$ cat config.mk
export PLATFORM = sky130hd
export DESIGN_NAME = rscr_top
export DESIGN_NICKNAME = d
export VERILOG_FILES = /design/src/hdl/rscr_pkg.sv /design/src/hdl/rscr_top.sv /design/src/hdl/rscr_sync.sv
export VERILOG_INCLUDE_DIRS = /design/src /design/src/hdl
export SDC_FILE = /design/constraint.sdc
export NUM_CORES = 1
export LEC_CHECK = 0
export BUFFER_PORTS_ARGS = -buffer_cell sky130_fd_sc_hd__buf_2
export CORE_ASPECT_RATIO = 1.25
export CORE_UTILIZATION = 42
export CTS_BUF_LIST = sky130_fd_sc_hd__clkbuf_8
export DETAILED_ROUTE_END_ITERATION = 6
export PLACE_DENSITY = 0.7
export SLEW_MARGIN = 15
export SYNTH_ARGS = -nofsm -noshare
export SYNTH_HDL_FRONTEND = slang
export SYNTH_SLANG_ARGS = --single-unit
$ cat constraint.sdc
create_clock -name pclk -period 5 [get_ports pclk]
set_input_delay 0.25 -clock pclk [delete_from_list [all_inputs] [get_ports pclk]]
set_output_delay 0.25 -clock pclk [all_outputs]
set_load 0.01 [all_outputs]
$ cat src/hdl/rscr_consts.svh
/*
  Register offsets, field positions, reset values and counts for the
  reset strap clock ratio block. Assumes inclusion by bare name.
*/
`ifndef RSCR_CONSTS_SVH
`define RSCR_CONSTS_SVH

`define RSCR_OFF_CTRL 8'h00
`define RSCR_OFF_STATUS 8'h04
`define RSCR_OFF_RATIO 8'h08

`define RSCR_CTRL_APPLY_BIT 0
`define RSCR_CTRL_RESET 1'b1

`define RSCR_ST_DONE_BIT 0
`define RSCR_ST_RSVD_BIT 1
`define RSCR_ST_PCI64_BIT 2
`define RSCR_ST_PCODE_LSB 4
`define RSCR_ST_CCODE_LSB 8

`define RSCR_RT_PLAT_LSB 0
`define RSCR_RT_CORE_LSB 8
`define RSCR_RT_CREF_LSB 16

`define RSCR_SETTLE_CYC 2'd2
`define RSCR_CORE_HALF_BASE 3'h4

`endif

$ cat src/hdl/rscr_pkg.sv
/*
  Types shared by the reset strap clock ratio block.
  Assumes the constants header is compiled alongside.
*/
package rscr_pkg;
  typedef enum logic [1:0] {
    RSCR_SETTLE = 2'b01,
    RSCR_DONE = 2'b10
  } rscr_state_type;
endpackage

$ cat src/hdl/rscr_top.sv
/*
  Reset strap capture and clock ratio selection with an APB register slave.
  Assumes straps are held by board resistors or reset logic around reset
  release, and an APB master on pclk.
*/
`timescale 1ns/1ps
`include "rscr_consts.svh"

// What this block does
// - Platform to reference ratio fixed by four platform strap lines.
// - Decode platform code to 16,2..6,8,9,10,12; other codes reserved.
// - Core to platform ratio fixed by two core strap lines.
// - Core code 00,01,10,11 gives 2, 2.5, 3, 3.5 times platform.
// - Platform clock drives cache, core bus and DDR data rate.
// - Memory bus clock runs at half the platform clock.
// - Weak strap pull-ups enabled from reset until the straps are captured.
module rscr_top
  import rscr_pkg::*;
(
  input wire logic pclk,
  input wire logic presetn,
  input wire logic [7:0] paddr,
  input wire logic psel,
  input wire logic penable,
  input wire logic pwrite,
  input wire logic [31:0] pwdata,
  output logic [31:0] prdata,
  output logic pready,
  output logic pslverr,
  input wire logic [3:0] platform_ratio_straps,
  input wire logic core_ratio_strap_hi,
  input wire logic core_ratio_strap_lo,
  input wire logic pci_width_strap_n,
  output logic strap_pullup_en,
  output logic cfg_done,
  output logic cfg_valid,
  output logic plat_code_reserved,
  output logic [4:0] plat_ratio,
  output logic [2:0] core_ratio_half,
  output logic [7:0] core_ref_ratio_half,
  output logic [4:0] ddr_rate_ratio,
  output logic [4:0] mem_ratio_x2,
  output logic pci_64bit
);
  logic [6:0] strap_sync;
  logic [3:0] pcode_s;
  logic [1:0] ccode_s;
  logic pciw_s;
  rscr_state_type state_q;
  logic [1:0] cnt_q;
  logic capture;
  logic [3:0] pcode_q;
  logic [1:0] ccode_q;
  logic [4:0] plat_d;
  logic rsvd_d;
  logic [4:0] plat_q;
  logic rsvd_q;
  logic [2:0] chalf_q;
  logic [7:0] cref_q;
  logic [4:0] ddr_q;
  logic [4:0] mem_q;
  logic pci64_q;
  logic pullup_q;
  logic done_q;
  logic apply_q;
  logic valid_q;
  logic [31:0] prdata_q;
  logic pready_q;
  logic pslverr_q;
  logic setup;
  logic wr_commit;

  rscr_sync #(.W(7)) u_sync (
    .clk(pclk),
    .rst_n(presetn),
    .din({pci_width_strap_n, core_ratio_strap_hi, core_ratio_strap_lo, platform_ratio_straps}),
    .dout(strap_sync)
  );
  assign pcode_s = strap_sync[3:0];
  assign ccode_s = strap_sync[5:4];
  assign pciw_s = strap_sync[6];

  // Capture sequencer: wait out the synchroniser, then latch once
  assign capture = (state_q == RSCR_SETTLE) && (cnt_q == `RSCR_SETTLE_CYC);
  always_ff @(posedge pclk or negedge presetn) begin
    if (!presetn) begin
      state_q <= RSCR_SETTLE;
      cnt_q <= 2'h0;
    end else begin
      unique case (state_q)
        RSCR_SETTLE: begin
          cnt_q <= cnt_q + 2'h1;
          if (capture) begin
            state_q <= RSCR_DONE;
          end
        end
        RSCR_DONE: begin
          state_q <= RSCR_DONE;
        end
        default: begin
          state_q <= RSCR_SETTLE;
        end
      endcase
    end
  end

  always_comb begin
    rsvd_d = 1'b0;
    plat_d = 5'h00;
    unique case (pcode_s)
      4'h0: plat_d = 5'h10;
      4'h2, 4'h3, 4'h4, 4'h5, 4'h6, 4'h8, 4'h9, 4'ha, 4'hc: plat_d = {1'b0, pcode_s};
      default: rsvd_d = 1'b1;
    endcase
  end

  // latch once after release, hold until reset
  always_ff @(posedge pclk or negedge presetn) begin
    if (!presetn) begin
      pcode_q <= 4'h0;
      ccode_q <= 2'h0;
      plat_q <= 5'h00;
      rsvd_q <= 1'b0;
      chalf_q <= 3'h0;
      cref_q <= 8'h00;
      ddr_q <= 5'h00;
      mem_q <= 5'h00;
      pci64_q <= 1'b0;
    end else if (capture) begin
      pcode_q <= pcode_s;
      plat_q <= plat_d;
      rsvd_q <= rsvd_d;
      ccode_q <= ccode_s;
      chalf_q <= `RSCR_CORE_HALF_BASE + {1'b0, ccode_s};
      cref_q <= 8'(plat_d * (`RSCR_CORE_HALF_BASE + {1'b0, ccode_s}));
      ddr_q <= plat_d;
      mem_q <= plat_d;
      pci64_q <= ~pciw_s;
    end
  end

  // Done flag kept in a flop so the output is registered
  always_ff @(posedge pclk or negedge presetn) begin
    if (!presetn) begin
      done_q <= 1'b0;
    end else if (capture) begin
      done_q <= 1'b1;
    end
  end

  // pull-ups only until straps are taken
  always_ff @(posedge pclk or negedge presetn) begin
    if (!presetn) begin
      pullup_q <= 1'b1;
    end else if (capture) begin
      pullup_q <= 1'b0;
    end
  end

  always_ff @(posedge pclk or negedge presetn) begin
    if (!presetn) begin
      valid_q <= 1'b0;
    end else begin
      valid_q <= (state_q == RSCR_DONE) && apply_q && !rsvd_q;
    end
  end

  // APB slave: decode in setup, answer in first access cycle
  assign setup = psel && !penable;
  assign wr_commit = psel && penable && pready_q && pwrite && !pslverr_q;
  always_ff @(posedge pclk or negedge presetn) begin
    if (!presetn) begin
      pready_q <= 1'b0;
      pslverr_q <= 1'b0;
      prdata_q <= 32'h0000_0000;
    end else begin
      pready_q <= setup;
      if (setup) begin
        pslverr_q <= 1'b0;
        prdata_q <= 32'h0000_0000;
        unique case (paddr)
          `RSCR_OFF_CTRL: prdata_q[`RSCR_CTRL_APPLY_BIT] <= apply_q;
          `RSCR_OFF_STATUS: begin
            prdata_q[`RSCR_ST_DONE_BIT] <= (state_q == RSCR_DONE);
            prdata_q[`RSCR_ST_RSVD_BIT] <= rsvd_q;
            prdata_q[`RSCR_ST_PCI64_BIT] <= pci64_q;
            prdata_q[`RSCR_ST_PCODE_LSB +: 4] <= pcode_q;
            prdata_q[`RSCR_ST_CCODE_LSB +: 2] <= ccode_q;
          end
          `RSCR_OFF_RATIO: begin
            prdata_q[`RSCR_RT_PLAT_LSB +: 5] <= plat_q;
            prdata_q[`RSCR_RT_CORE_LSB +: 3] <= chalf_q;
            prdata_q[`RSCR_RT_CREF_LSB +: 8] <= cref_q;
          end
          default: pslverr_q <= 1'b1;
        endcase
      end
    end
  end

  always_ff @(posedge pclk or negedge presetn) begin
    if (!presetn) begin
      apply_q <= `RSCR_CTRL_RESET;
    end else if (wr_commit && paddr == `RSCR_OFF_CTRL) begin
      apply_q <= pwdata[`RSCR_CTRL_APPLY_BIT];
    end
  end

  assign prdata = prdata_q;
  assign pready = pready_q;
  assign pslverr = pslverr_q;
  assign strap_pullup_en = pullup_q;
  assign cfg_done = done_q;
  assign cfg_valid = valid_q;
  assign plat_code_reserved = rsvd_q;
  assign plat_ratio = plat_q;
  assign core_ratio_half = chalf_q;
  assign core_ref_ratio_half = cref_q;
  assign ddr_rate_ratio = ddr_q;
  assign mem_ratio_x2 = mem_q;
  assign pci_64bit = pci64_q;
endmodule

$ cat src/hdl/rscr_sync.sv
/*
  Two-flop synchroniser for a group of pin levels.
  Assumes pins are quasi-static straps; reset value is zero.
*/
`timescale 1ns/1ps
module rscr_sync #(
  parameter int W = 1
) (
  input wire logic clk,
  input wire logic rst_n,
  input wire logic [W-1:0] din,
  output logic [W-1:0] dout
);
  logic [W-1:0] meta_q;
  logic [W-1:0] sync_q;

  always_ff @(posedge clk or negedge rst_n) begin
    if (!rst_n) begin
      meta_q <= '0;
      sync_q <= '0;
    end else begin
      meta_q <= din;
      sync_q <= meta_q;
    end
  end

  assign dout = sync_q;
endmodule

==> summary.txt <==
CP Launch Point: u_sync.dout[2]
Achievable Freq: 295.9 MHz
CTS sink count: 64
Pre-Repair DR Iteration Count: 4
RR Startpoint: u_sync.dout[2]
starting DRC count in detailed routing: 68
crit path capture: core_ref_ratio_half[7]
setup TNS: 0 ns
Syn Std Cell Area: 3023 um2
Leakage: 1.880 nW
H-tree depth: 3
first-pass GRT wire length: 9.390 mm
most common cell after layout, fill and taps aside: buf_2
post-DP HPWL: 3.886 mm
RSZ-0062 raised after global routing: false
Placer Congestion: 0.7534
Synth area leaders: dfrtp_1, ha_1, buf_4, a22o_1, nand2_1
initial core utilization: 0.4333
clock transition at the registers of the reported paths: 0.08 ns
Worst Path Buf+Inv: 3
final hold vios: 0
Synth Flop Type: dfrtp_1
Area Overhead vs Synth: 18.79%
DP Area: 3328 um2
routed vias: 2074
die area: 7543 um2
Worst Max-Slew Pin Slew: 1.048 ns
VDD IR-drop max: 0.0001934 V
vias in the first global route: 1952
syn avg cell area: 11.49 um2
placed cells: 405
Critical Path Slowest Stage Cell: fa_1
Hold Path Class: primary input to register
Synth top area share: 0.5050
CTS tree: built
Final Net Count: 403
max incr delay on CP: 0.55 ns
standard-cell rows: 34
outcome: complete, no violations
Num CTS Buffers: 9
setup violators final: 0
cells along the critical path: maj3_2, a211oi_2, nand2_1, inv_1, ha_1, inv_1, fa_1, inv_1, ha_1, a211oi_1, o21bai_1, nand4b_1, o211ai_1
most used cell, CP: inv_1
Synth Register Bits: 64
CP required: 5.22 ns
post-synthesis sequential area ratio: 0.5310
Post-synth EDFFs: 0
drt drc: 0
post_cts resized: 0
crit end category: register
# diodes: 0
I/O pin total: 117
CP Max Fanout: 10
minimum clock period: 3.380 ns
Post-CTS Setup Bufs: 0
post-route cell area: 3591 um2
area leader, netlist: dfrtp_1
reg2reg end: core_ref_ratio_half[7]
Yosys warnings: 0
Synth async-reset ratio: 1.000
DRT antenna net count: 0
Crit Path Category: register to register
x dimension of the die: 77.88 um
drt total wl: 5.642 mm
Worst-Skew Late Latency: 0.35 ns
Via-to-Cell Ratio: 4.857
synth unique cells: 51
total grt overflow: 0
Max Slew Vio Count: 0
initial antenna violation count: 0
fin crit share: 0.6759
Final Non-Filler Cells: 427
Gate Count Post-Synth: 263
CTS root buf: clkbuf_8
most frequent cells in the layout: buf_2, dfrtp_1, nand2_1
chip height: 96.85 um
Reg2Reg Setup Slack: 1.62 ns
WHS: 0.01279 ns
CP Launch Type: register
share of cells above drive strength 1: 0.3116
Port Buf Inserts: 72
CP Depth: 13
CTS Hold Bufs: 6
Worst Reg-to-Reg Cells: 13
Worst EP arrival: 3.60 ns
pwr/cell area: 312.4 nW/um2
WL per Instance: 13.21 um
gr usage total: 0.1646
skew final: 0.01315 ns
Core Util, Final: 0.5147
core box area: 6977 um2
relative slew slack: 0.3015
pin count of the biggest net entering global routing: 65
Clock Path Buffers: 2
CP top delay family: adder cells
Max Cap Violations: 0
[registers in the layout, indices dropped and copies added, names as in the netlist]
name	cells
plat_code_reserved	1
prdata	19
pslverr	1
ccode_q	1
pci_64bit	1
cnt_q	2
cfg_valid	1
core_ratio_half	2
u_sync.dout	7
apply_q	1
strap_pullup_en	1
mem_ratio_x2	5
u_sync.meta_q	7
pready	1
pcode_q	4
core_ref_ratio_half	8
state_q	2
[per-stage QoR]
| stage | power (mW) | worst slack, ns |
|---|---|---|
| floorplan | 0.6458 | 1.891 |
| global placement | 0.6808 | 1.680 |
| detailed placement | 0.6837 | 1.630 |
| CTS | 1.135 | 1.622 |
| global route | 1.180 | 1.371 |
| finish | 1.122 | 1.620 |
[how the worst min path moves through the flow]
stage	startpoint	to	slack, ns	cells after the start
2_1_floorplan	presetn	ccode_q[0]	-0.05	0
3_3_place_gp	u_sync.meta_q[4]	u_sync.dout[4]	0.33	0
3_5_place_dp	u_sync.meta_q[0]	u_sync.dout[0]	0.33	0
4_1_cts	platform_ratio_straps[3]	u_sync.meta_q[3]	0.0009	1
5_1_grt	platform_ratio_straps[3]	u_sync.meta_q[3]	0.003	1
6_report	platform_ratio_straps[3]	u_sync.meta_q[3]	0.01	1
[final cells by class]
class	instances	area [um2]
Clock buffer	9	123.9
Clock inverter	7	78.83
Fill cell	648	3386
Inverter	18	67.56
Multi-Input combinational cell	159	1167
Sequential cell	64	1605
Tap cell	90	112.6
Timing Repair Buffer	80	435.4
[cells by family after synthesis]
| family | after synthesis | share of synthesized area |
|---|---|---|
| and+or+nand+nor | 63 | 0.1118 |
| other | 1 | 0.001241 |
| muxes | 11 | 0.04056 |
| AOI/OAI and AO/OA | 48 | 0.1159 |
| adders and majority gates | 21 | 0.09313 |
| xor gates and xnor gates | 3 | 0.008694 |
| DFF | 64 | 0.5310 |
| buffers and inverters | 52 | 0.09768 |
[per-layer routing]
layer,part of all wire,track usage
met5,0,0
met3,0.046,0.03679
met4,0.021,0.08273
met2,0.47,0.2607
met1,0.46,0.2105
[cell usage after synthesis, types with 3 or more instances]
master    instances
a221o_1           3
a22o_1           13
and2_0            3
and2_1            6
and3_1            5
buf_4            24
clkbuf_1          7
dfrtp_1          61
dfstp_2           3
fa_1              3
ha_1             16
inv_1            18
mux2_1            3
mux2_2            7
nand2_1          25
nor2_1            5
nor3_1            4
o21ai_0          13
o31ai_1           3
xor2_1            3
[where the power goes]
part           total, mW  internal [mW]  switching [mW]
clock              0.447          0.234           0.213
sequential         0.560          0.540          0.0194
combinational      0.115         0.0489          0.0665
total               1.12          0.823           0.299
Note: power is estimated with default switching activity, not from simulation.
